**src/inc/hub_port_power_config_defs.svh**
```systemverilog
`ifndef HUB_PORT_POWER_CONFIG_DEFS_SVH
`define HUB_PORT_POWER_CONFIG_DEFS_SVH

// ----------------------------------------------------------------
// clock and timing
// ----------------------------------------------------------------
`define HPC_CLK_PERIOD_NS      10
`define HPC_SCL_HALF_NS        1000
`define HPC_SCL_HALF_CYC       ((`HPC_SCL_HALF_NS + `HPC_CLK_PERIOD_NS - 1) / `HPC_CLK_PERIOD_NS)
`define HPC_SETTLE_CYC         8
`define HPC_BIT_CLK_DIV        4

// ----------------------------------------------------------------
// configuration memory access
// ----------------------------------------------------------------
`define HPC_CMD_BITS           9
`define HPC_CMD_READ           9'h180
`define HPC_DATA_BITS          48
`define HPC_VID_MSB            47
`define HPC_VID_LSB            32
`define HPC_PID_MSB            31
`define HPC_PID_LSB            16
`define HPC_CFG_GANG_BIT       1
`define HPC_CFG_PWR_BIT        0

// ----------------------------------------------------------------
// fixed identity, values are arbitrary
// ----------------------------------------------------------------
`define HPC_DEFAULT_VID        16'h1234
`define HPC_DEFAULT_PID        16'h5678

`endif

```
**src/inc/hub_port_power_config_pkg.sv**
```systemverilog
package hub_port_power_config_pkg;

    typedef enum logic [1:0] {
        ST_SETTLE,
        ST_CMD,
        ST_READ,
        ST_DONE
    } cfg_state_t;

    typedef struct packed {
        logic self_powered;
        logic ganged;
    } power_cfg_t;

    typedef struct packed {
        logic [15:0] vid;
        logic [15:0] pid;
    } ident_t;

endpackage

```
**src/hw/hub_port_power_config.sv**
```systemverilog
// Operation
// - select low: shared pins are strap inputs
// - select low: report fixed default identity
// - select high: settings come from memory
// - overcurrent switches that port's power off
// - ganged: all enables together, any overcurrent
// - sample upstream, derive 25 MHz bit clock
// - detect port speed, pick slew automatically
// - power strap high: self powered, low: bus powered
// - memory mode: drive clock, else release
// - gang strap selects ganged or per-port
// - memory mode: bidirectional data, idle released
// - four ports, own enable and overcurrent
// - memory pins tri-stated outside own access
// - power enables active low open drain
// - overcurrent inputs active low, one each
// - reset initializes all logic
// - suspend indicator high while suspended
`timescale 1ns/1ps
`default_nettype none
`include "hub_port_power_config_defs.svh"

module hub_port_power_config #(
    parameter int PORTS       = 4,
    parameter int BIT_CLK_DIV = `HPC_BIT_CLK_DIV,
    parameter int SCL_HALF    = `HPC_SCL_HALF_CYC
) (
    input  wire logic                           sys_clk_i,
    input  wire logic                           sys_rst_i,
    input  wire logic                           config_memory_select_i,
    input  wire logic                           mem_clk_pin_i,
    output logic                                mem_clk_pin_o,
    output logic                                mem_clk_pin_oe_o,
    input  wire logic                           mem_data_pin_i,
    output logic                                mem_data_pin_o,
    output logic                                mem_data_pin_oe_o,
    input  wire logic [PORTS-1:0]               port_overcurrent_n_i,
    input  wire logic [PORTS-1:0]               port_power_request_i,
    output logic      [PORTS-1:0]               port_power_enable_n_o,
    output logic      [PORTS-1:0]               port_power_enable_n_oe_o,
    output logic      [PORTS-1:0]               port_overcurrent_o,
    input  wire logic [PORTS-1:0]               port_dp_i,
    input  wire logic [PORTS-1:0]               port_dm_i,
    output logic      [PORTS-1:0]               port_slow_slew_o,
    input  wire logic                           up_rx_i,
    output logic                                up_rx_bit_o,
    output logic                                bit_clk_o,
    input  wire logic                           suspend_req_i,
    output logic                                suspend_indicator_o,
    output hub_port_power_config_pkg::power_cfg_t power_cfg_o,
    output hub_port_power_config_pkg::ident_t     ident_o,
    output logic                                enum_enable_o
);
    import hub_port_power_config_pkg::*;

    localparam int SW = 4 + 3 * PORTS;

    // ----------------------------------------------------------------
    // input synchronisers
    // ----------------------------------------------------------------
    logic [SW-1:0] raw;
    logic [SW-1:0] s1_r, s2_r, s3_r, st_r;
    logic [SW-1:0] s1_nxt, s2_nxt, s3_nxt, st_nxt;

    assign raw = {config_memory_select_i, mem_clk_pin_i, mem_data_pin_i, up_rx_i,
                  port_overcurrent_n_i, port_dp_i, port_dm_i};

    // overcurrent pins idle high: a low reset value would flag a false overcurrent
    localparam logic [SW-1:0] SYNC_IDLE = {4'h0, {PORTS{1'b1}}, {(2 * PORTS){1'b0}}};

    // a change counts only once stages two and three agree
    genvar gi;
    generate
        for (gi = 0; gi < SW; gi++) begin : g_sync
            always_comb begin
                s1_nxt[gi] = raw[gi];
                s2_nxt[gi] = s1_r[gi];
                s3_nxt[gi] = s2_r[gi];
                st_nxt[gi] = (s2_r[gi] == s3_r[gi]) ? s3_r[gi] : st_r[gi];
            end
        end
    endgenerate

    always_ff @(posedge sys_clk_i or posedge sys_rst_i) begin
        if (sys_rst_i) begin
            s1_r <= SYNC_IDLE;
            s2_r <= SYNC_IDLE;
            s3_r <= SYNC_IDLE;
            st_r <= SYNC_IDLE;
        end else begin
            s1_r <= s1_nxt;
            s2_r <= s2_nxt;
            s3_r <= s3_nxt;
            st_r <= st_nxt;
        end
    end

    logic             sel_s, clk_pin_s, data_pin_s, up_rx_s;
    logic [PORTS-1:0] oc_n_s, dp_s, dm_s;
    assign {sel_s, clk_pin_s, data_pin_s, up_rx_s, oc_n_s, dp_s, dm_s} = st_r;

    // ----------------------------------------------------------------
    // configuration source
    // ----------------------------------------------------------------
    cfg_state_t                      state_r, state_nxt;
    logic [15:0]                     cnt_r, cnt_nxt;
    logic [5:0]                      bit_r, bit_nxt;
    logic                            scl_r, scl_nxt;
    logic [`HPC_CMD_BITS-1:0]        cmd_r, cmd_nxt;
    logic [`HPC_DATA_BITS-1:0]       data_r, data_nxt;
    power_cfg_t                      cfg_r, cfg_nxt;
    ident_t                          id_r, id_nxt;
    logic                            ready_r, ready_nxt;
    logic                            tick;

    assign tick = (cnt_r == 16'(SCL_HALF - 1));

    always_comb begin
        state_nxt = state_r;
        cnt_nxt   = cnt_r + 16'h0001;
        bit_nxt   = bit_r;
        scl_nxt   = scl_r;
        cmd_nxt   = cmd_r;
        data_nxt  = data_r;
        cfg_nxt   = cfg_r;
        id_nxt    = id_r;
        ready_nxt = ready_r;
        case (state_r)
            ST_SETTLE: begin
                // straps are caught once, after the synchronisers have filled
                if (cnt_r == 16'(`HPC_SETTLE_CYC)) begin
                    cnt_nxt = 16'h0000;
                    if (sel_s) begin
                        state_nxt = ST_CMD;
                        cmd_nxt   = `HPC_CMD_READ;
                        bit_nxt   = 6'h00;
                    end else begin
                        state_nxt = ST_DONE;
                        cfg_nxt.self_powered = clk_pin_s;
                        cfg_nxt.ganged       = data_pin_s;
                        id_nxt.vid = `HPC_DEFAULT_VID;
                        id_nxt.pid = `HPC_DEFAULT_PID;
                        ready_nxt  = 1'b1;
                    end
                end
            end
            ST_CMD: begin
                if (tick) begin
                    cnt_nxt = 16'h0000;
                    scl_nxt = ~scl_r;
                    if (scl_r) begin
                        cmd_nxt = {cmd_r[`HPC_CMD_BITS-2:0], 1'b0};
                        bit_nxt = bit_r + 6'h01;
                        if (bit_r == 6'(`HPC_CMD_BITS - 1)) begin
                            state_nxt = ST_READ;
                            bit_nxt   = 6'h00;
                        end
                    end
                end
            end
            ST_READ: begin
                if (tick) begin
                    cnt_nxt = 16'h0000;
                    scl_nxt = ~scl_r;
                    if (!scl_r) begin
                        data_nxt = {data_r[`HPC_DATA_BITS-2:0], data_pin_s};
                        bit_nxt  = bit_r + 6'h01;
                        if (bit_r == 6'(`HPC_DATA_BITS - 1)) begin
                            state_nxt = ST_DONE;
                            scl_nxt   = 1'b0;
                            ready_nxt = 1'b1;
                            id_nxt.vid = data_nxt[`HPC_VID_MSB:`HPC_VID_LSB];
                            id_nxt.pid = data_nxt[`HPC_PID_MSB:`HPC_PID_LSB];
                            cfg_nxt.self_powered = data_nxt[`HPC_CFG_PWR_BIT];
                            cfg_nxt.ganged       = data_nxt[`HPC_CFG_GANG_BIT];
                        end
                    end
                end
            end
            default: begin
                cnt_nxt = cnt_r;
            end
        endcase
    end

    always_ff @(posedge sys_clk_i or posedge sys_rst_i) begin
        if (sys_rst_i) begin
            state_r <= ST_SETTLE;
            cnt_r   <= 16'h0000;
            bit_r   <= 6'h00;
            scl_r   <= 1'b0;
            cmd_r   <= '0;
            data_r  <= '0;
            cfg_r   <= '0;
            id_r    <= '0;
            ready_r <= 1'b0;
        end else begin
            state_r <= state_nxt;
            cnt_r   <= cnt_nxt;
            bit_r   <= bit_nxt;
            scl_r   <= scl_nxt;
            cmd_r   <= cmd_nxt;
            data_r  <= data_nxt;
            cfg_r   <= cfg_nxt;
            id_r    <= id_nxt;
            ready_r <= ready_nxt;
        end
    end

    // pins released outside our own access so another master may share the memory
    assign mem_clk_pin_o     = scl_r;
    assign mem_clk_pin_oe_o  = (state_r == ST_CMD) || (state_r == ST_READ);
    assign mem_data_pin_o    = cmd_r[`HPC_CMD_BITS-1];
    assign mem_data_pin_oe_o = (state_r == ST_CMD);
    assign power_cfg_o       = cfg_r;
    assign ident_o           = id_r;
    assign enum_enable_o     = ready_r;

    // ----------------------------------------------------------------
    // port power and overcurrent
    // ----------------------------------------------------------------
    logic [PORTS-1:0] oc_r, oc_nxt, en_r, en_nxt;

    always_comb begin
        // set wins over the clear by a dropped request
        oc_nxt = (oc_r & port_power_request_i) | ~oc_n_s;
        en_nxt = '0;
        if (ready_r) begin
            if (cfg_r.ganged) begin
                en_nxt = {PORTS{(|port_power_request_i) & ~(|oc_nxt)}};
            end else begin
                en_nxt = port_power_request_i & ~oc_nxt;
            end
        end
    end

    always_ff @(posedge sys_clk_i or posedge sys_rst_i) begin
        if (sys_rst_i) begin
            oc_r <= '0;
            en_r <= '0;
        end else begin
            oc_r <= oc_nxt;
            en_r <= en_nxt;
        end
    end

    // open drain: pulling low switches the port on
    assign port_power_enable_n_o    = '0;
    assign port_power_enable_n_oe_o = en_r;
    assign port_overcurrent_o       = oc_r;

    // ----------------------------------------------------------------
    // bit clock, upstream sampling, speed, suspend
    // ----------------------------------------------------------------
    logic [7:0]       div_r, div_nxt;
    logic             bclk_r, bclk_nxt, rxb_r, rxb_nxt, susp_r, susp_nxt;
    logic [PORTS-1:0] low_r, low_nxt;

    always_comb begin
        div_nxt  = (div_r == 8'(BIT_CLK_DIV / 2 - 1)) ? 8'h00 : div_r + 8'h01;
        bclk_nxt = (div_r == 8'(BIT_CLK_DIV / 2 - 1)) ? ~bclk_r : bclk_r;
        rxb_nxt  = (div_r == 8'h00 && !bclk_r) ? up_rx_s : rxb_r;
        // idle J level tells speed; single-ended zero keeps the last answer
        low_nxt  = (dm_s & ~dp_s) | (low_r & ~(dp_s ^ dm_s));
        susp_nxt = suspend_req_i;
    end

    always_ff @(posedge sys_clk_i or posedge sys_rst_i) begin
        if (sys_rst_i) begin
            div_r  <= 8'h00;
            bclk_r <= 1'b0;
            rxb_r  <= 1'b0;
            low_r  <= '0;
            susp_r <= 1'b0;
        end else begin
            div_r  <= div_nxt;
            bclk_r <= bclk_nxt;
            rxb_r  <= rxb_nxt;
            low_r  <= low_nxt;
            susp_r <= susp_nxt;
        end
    end

    assign bit_clk_o           = bclk_r;
    assign up_rx_bit_o         = rxb_r;
    assign port_slow_slew_o    = low_r;
    assign suspend_indicator_o = susp_r;
endmodule

`default_nettype wire

```
**config.mk**
```make
export PLATFORM = sky130hd
export DESIGN_NAME = hub_port_power_config
export DESIGN_NICKNAME = d
export VERILOG_FILES = /design/src/inc/hub_port_power_config_pkg.sv /design/src/hw/hub_port_power_config.sv
export VERILOG_INCLUDE_DIRS = /design/src /design/src/inc
export SDC_FILE = /design/constraint.sdc
export NUM_CORES = 1
export LEC_CHECK = 0
export ABC_AREA = 1
export BUFFER_PORTS_ARGS = -buffer_cell sky130_fd_sc_hd__buf_2
export CAP_MARGIN = 15
export CORE_MARGIN = 2
export CORE_UTILIZATION = 40
export CTS_BUF_LIST = sky130_fd_sc_hd__clkbuf_2
export CTS_CLUSTER_SIZE = 24
export DETAILED_ROUTE_END_ITERATION = 8
export GPL_TIMING_DRIVEN = 0
export HOLD_SLACK_MARGIN = 0.08
export REMOVE_ABC_BUFFERS = 1
export SLEW_MARGIN = 15
export SYNTH_ARGS = -nofsm -noshare
export SYNTH_HDL_FRONTEND = slang
export SYNTH_SLANG_ARGS = --single-unit
```
**constraint.sdc**
```tcl
create_clock -name sys_clk_i -period 9.1 [get_ports sys_clk_i]
set_input_delay 1.82 -clock sys_clk_i [delete_from_list [all_inputs] [get_ports sys_clk_i]]
set_output_delay 1.82 -clock sys_clk_i [all_outputs]
set_load 0.05 [all_outputs]
```
==> results.txt <==
- Final Hold Violating Endpoints: 0
- Dominant synthesized flop cell: sky130_fd_sc_hd__dfrtp_1
* Number of distinct library cells after synthesis: 38
- For this run, the number of Yosys warnings is 0.
- Setup slack closes at 5280 ps.
- Element type at the critical path end: output port
- Of the cells placed in the final design, the portion with a size suffix greater than 1 is 0.195.
- Startpoint class of the critical path: flip-flop
- In the finished design, the share of the clock period the worst path needs comes to 0.420.
- First DRT Iteration DRCs: 325
- The core region is 20200 µm².
- The tree is rooted in a sky130_fd_sc_hd__clkbuf_2.
- In the final routed layout, each cell accounts on average for 12.2 µm.
* Unrepaired setup endpoints after global routing: no
- Layout Nets: 938
- In this run the tightest slew margin relative to its limit is 0.367.
* Vias in the first global route: 5196
* Die width: 147 µm
- Number of clock sinks: 196
- The slowest stage of the critical path belongs to the cell sky130_fd_sc_hd__dfrtp_1.
* Final count of negative-setup-slack endpoints: 0
- Post-CTS Setup Inserts: 0
- The worst-case IR drop observed on VDD is 0.000175 V.
- For the final database, setup skew stands at 34.6 ps.
- Arrival time of data at the critical path endpoint: 2000 ps
- During I/O placement, the number of pins put on the boundary was 81.
- Overall power consumption after layout is estimated at 2.24 mW.
- The pre-antenna-repair detailed-routing pass consisted of 5 iterations.
- Aggregate routed wire length: 14500 µm
- Synth async-reset ratio: 1.00
* Total DRC errors in the routed layout: 0
- Avg Inst Size Synth: 9.95 µm²
- The number of antenna diodes in the final layout is 0.
* Clock tree from TritonCTS: built
- Die Y-Extent: 147 µm
- Counting cells, the worst reg-to-reg path comes to 10.
- Result of the run: finished clean
* Reported leakage power: 4.53 nW
* Fin crit period: 3820 ps
* Post-Syn Instances: 827
- Seq cells post-synth: 196
- Worst path top cell family by delay: flip-flops
- Once the clock tree was built, the resizer swapped 0 gates to a different size.
- CP Depth: 3
- By startpoint and endpoint, the worst setup path is classified as reg -> out.
- The area growth from synthesis to layout is 10.1%.
* CTS Buf Count: 17
- Before CTS, the worst setup slack after placement is 6070 ps.
- The synthesized design contains 0 enable-type register cells.
- The die covers 21700 µm².
- Site row count: 52
* F_max: 262 MHz
* Post-DR vias/cell: 4.47
- Maximum net fanout on the critical path: 5
- Total number of vias: 5288
* Max capacitance violation total: 0
- The min-delay analysis places its worst path in the category reg -> reg.
- The H-tree generated during clock tree synthesis spans 4 levels.
* First-pass GRT wire length: 25400 µm
* Number of filler instances in the final layout: 1959
- Clock latency on the worst-skew pair: 730 ps
- Clock-pin slew of the registers on the worst-case setup and hold paths: 260 ps
* IO Port Bufs: 76
- Quantity of hold-fixing buffers added after cts: 0
- Detailed Place HPWL: 9550 µm
* Starting utilization of the core area: 0.407
* Largest buffer count on any clock path: 2
* Combined buffer and inverter count along the critical path: 2
* Hold Crit Depth: 0
- Cell Chain, Critical Path: inv_1 -> ha_1 -> buf_2
* Worst EP required: 7280 ps
- The share of the Yosys chip area taken by registers is 0.599.
* Final-report max-slew violation count: 0
- Tightest Pin Transition: 949 ps
* Total gr overflow: 0
* Total global routing track utilization: 0.145
- ANT nets after route: 0
- GPL Wtd Cong: 0.791
- Netlist area before placement: 8230 µm²
- The number of antenna violations at the first check in global routing came to 0.
* Largest stage delay, worst path: 480 ps
- Total power density per cell area: 247 nW/µm²
- Maximum number of pins on one net before global-route repair: 110
==> power by group <==
part	switching [mW]	leakage [nW]	internal, mW	total [mW]
Combinational	0.585	1.90	0.193	0.778
Clock	0.287	0.155	0.158	0.445
Sequential	0.0561	2.48	0.964	1.02
==> Yosys cell counts (15+ instances only) <==
| cell type | n | share of area |
|---|---|---|
| sky130_fd_sc_hd__a21oi_2 | 19 | 0.020 |
| sky130_fd_sc_hd__dfrtp_1 | 180 | 0.55 |
| sky130_fd_sc_hd__dfstp_2 | 16 | 0.051 |
| sky130_fd_sc_hd__ha_1 | 16 | 0.024 |
| sky130_fd_sc_hd__inv_1 | 109 | 0.050 |
| sky130_fd_sc_hd__maj3_1 | 16 | 0.019 |
| sky130_fd_sc_hd__nand2_1 | 225 | 0.10 |
| sky130_fd_sc_hd__nand3_1 | 20 | 0.012 |
| sky130_fd_sc_hd__nand3b_1 | 20 | 0.018 |
| sky130_fd_sc_hd__nor2_1 | 41 | 0.019 |
| sky130_fd_sc_hd__nor2_2 | 17 | 0.013 |
| sky130_fd_sc_hd__o21ai_0 | 28 | 0.017 |
| sky130_fd_sc_hd__o21ai_1 | 15 | 0.0091 |
==> state kept, by name, summed over array words and instances, names as in the netlist, 2 cells and up <==
name,flops
div_r,8
port_overcurrent_o,4
ident_o,32
cnt_r,16
cmd_r,2
port_power_enable_n_oe_o,4
state_r,2
s3_r,16
data_r,47
bit_r,6
port_slow_slew_o,4
s1_r,16
power_cfg_o,2
s2_r,16
st_r,16
==> final cells by class <==
class / count / area (µm²) / area share
inverter: 111 / 425 / 0.0470
clock buffer: 20 / 100 / 0.0110
timing repair buffer: 79 / 455 / 0.0503
tap: 270 / 338 / 0.0373
clock inverter: 12 / 155 / 0.0171
sequential: 196 / 4920 / 0.544
multi-input combinational: 494 / 2660 / 0.294
==> per-stage QoR <==
stage               hold WS, ps  instance area [µm²]  cells   util  TNS, ps
global route                378                 9060   1182  0.448        0
floorplan                   331                 8000    801      -        0
finish                      370                 9060   1182  0.448        0
CTS                         369                 9030   1181  0.446        0
detailed placement          335                 8780   1149  0.434        0
global placement            332                 8720   1147  0.431   -58120
==> routing by layer <==
layer / part of all wire / track usage / wire length, µm / up-vias
li1: - / - / - / 2720
met1: 0.51 / 0.212 / 7390 / 2467
met2: 0.44 / 0.216 / 6300 / 95
met3: 0.046 / 0.0401 / 669 / 6
met4: 0.0062 / 0.0303 / 90 / 0
met5: 0 / 0 / 0 / -
==> path summary, 6_finish.rpt <==
path / from / end / slack [ps]
max: state_r[1] / mem_clk_pin_oe_o / 5280
min: s1_r[1] / s2_r[1] / 370
max reg2reg: state_r[0] / ident_o[11] / 6300
min reg2reg: s1_r[1] / s2_r[1] / 370
max in group asynchronous: sys_rst_i / data_r[29] / 7020
min in group asynchronous: sys_rst_i / st_r[6] / 1100
==> cell usage in the layout (no fill, tap or decap), types with 6 or more instances in the layout <==
| master | Yosys | layout |
|---|---|---|
| sky130_fd_sc_hd__nand3_1 | 20 | 20 |
| sky130_fd_sc_hd__ha_1 | 16 | 15 |
| sky130_fd_sc_hd__inv_1 | 109 | 108 |
| sky130_fd_sc_hd__dfstp_2 | 16 | 16 |
| sky130_fd_sc_hd__o21bai_1 | 13 | 13 |
| sky130_fd_sc_hd__nand2_1 | 225 | 225 |
| sky130_fd_sc_hd__nor3_1 | 8 | 8 |
| sky130_fd_sc_hd__a21oi_1 | 6 | 6 |
| sky130_fd_sc_hd__nand4_1 | 9 | 9 |
| sky130_fd_sc_hd__nor2_2 | 17 | 17 |
| sky130_fd_sc_hd__buf_2 | 3 | 76 |
| sky130_fd_sc_hd__xor2_1 | 12 | 12 |
| sky130_fd_sc_hd__clkbuf_2 | 0 | 20 |
| sky130_fd_sc_hd__maj3_1 | 16 | 16 |
| sky130_fd_sc_hd__dfrtp_1 | 180 | 180 |
| sky130_fd_sc_hd__nor2_1 | 41 | 41 |
| sky130_fd_sc_hd__nand3b_1 | 20 | 20 |
| sky130_fd_sc_hd__a21oi_2 | 19 | 19 |
| sky130_fd_sc_hd__o21ai_1 | 15 | 15 |
| sky130_fd_sc_hd__o21ai_0 | 28 | 28 |
==> cell families after synthesis <==
kind of cell	count (synthesis)	synth area share
other	1	0.000456
flip-flops	196	0.599
adder cells (fa/ha/maj)	32	0.0438
XOR/XNOR	15	0.0160
buffers and inverters	140	0.0795
AO/OA/AOI/OAI	87	0.0686
AND/OR/NAND/NOR	356	0.193
Note: power is estimated with default switching activity, not from simulation.
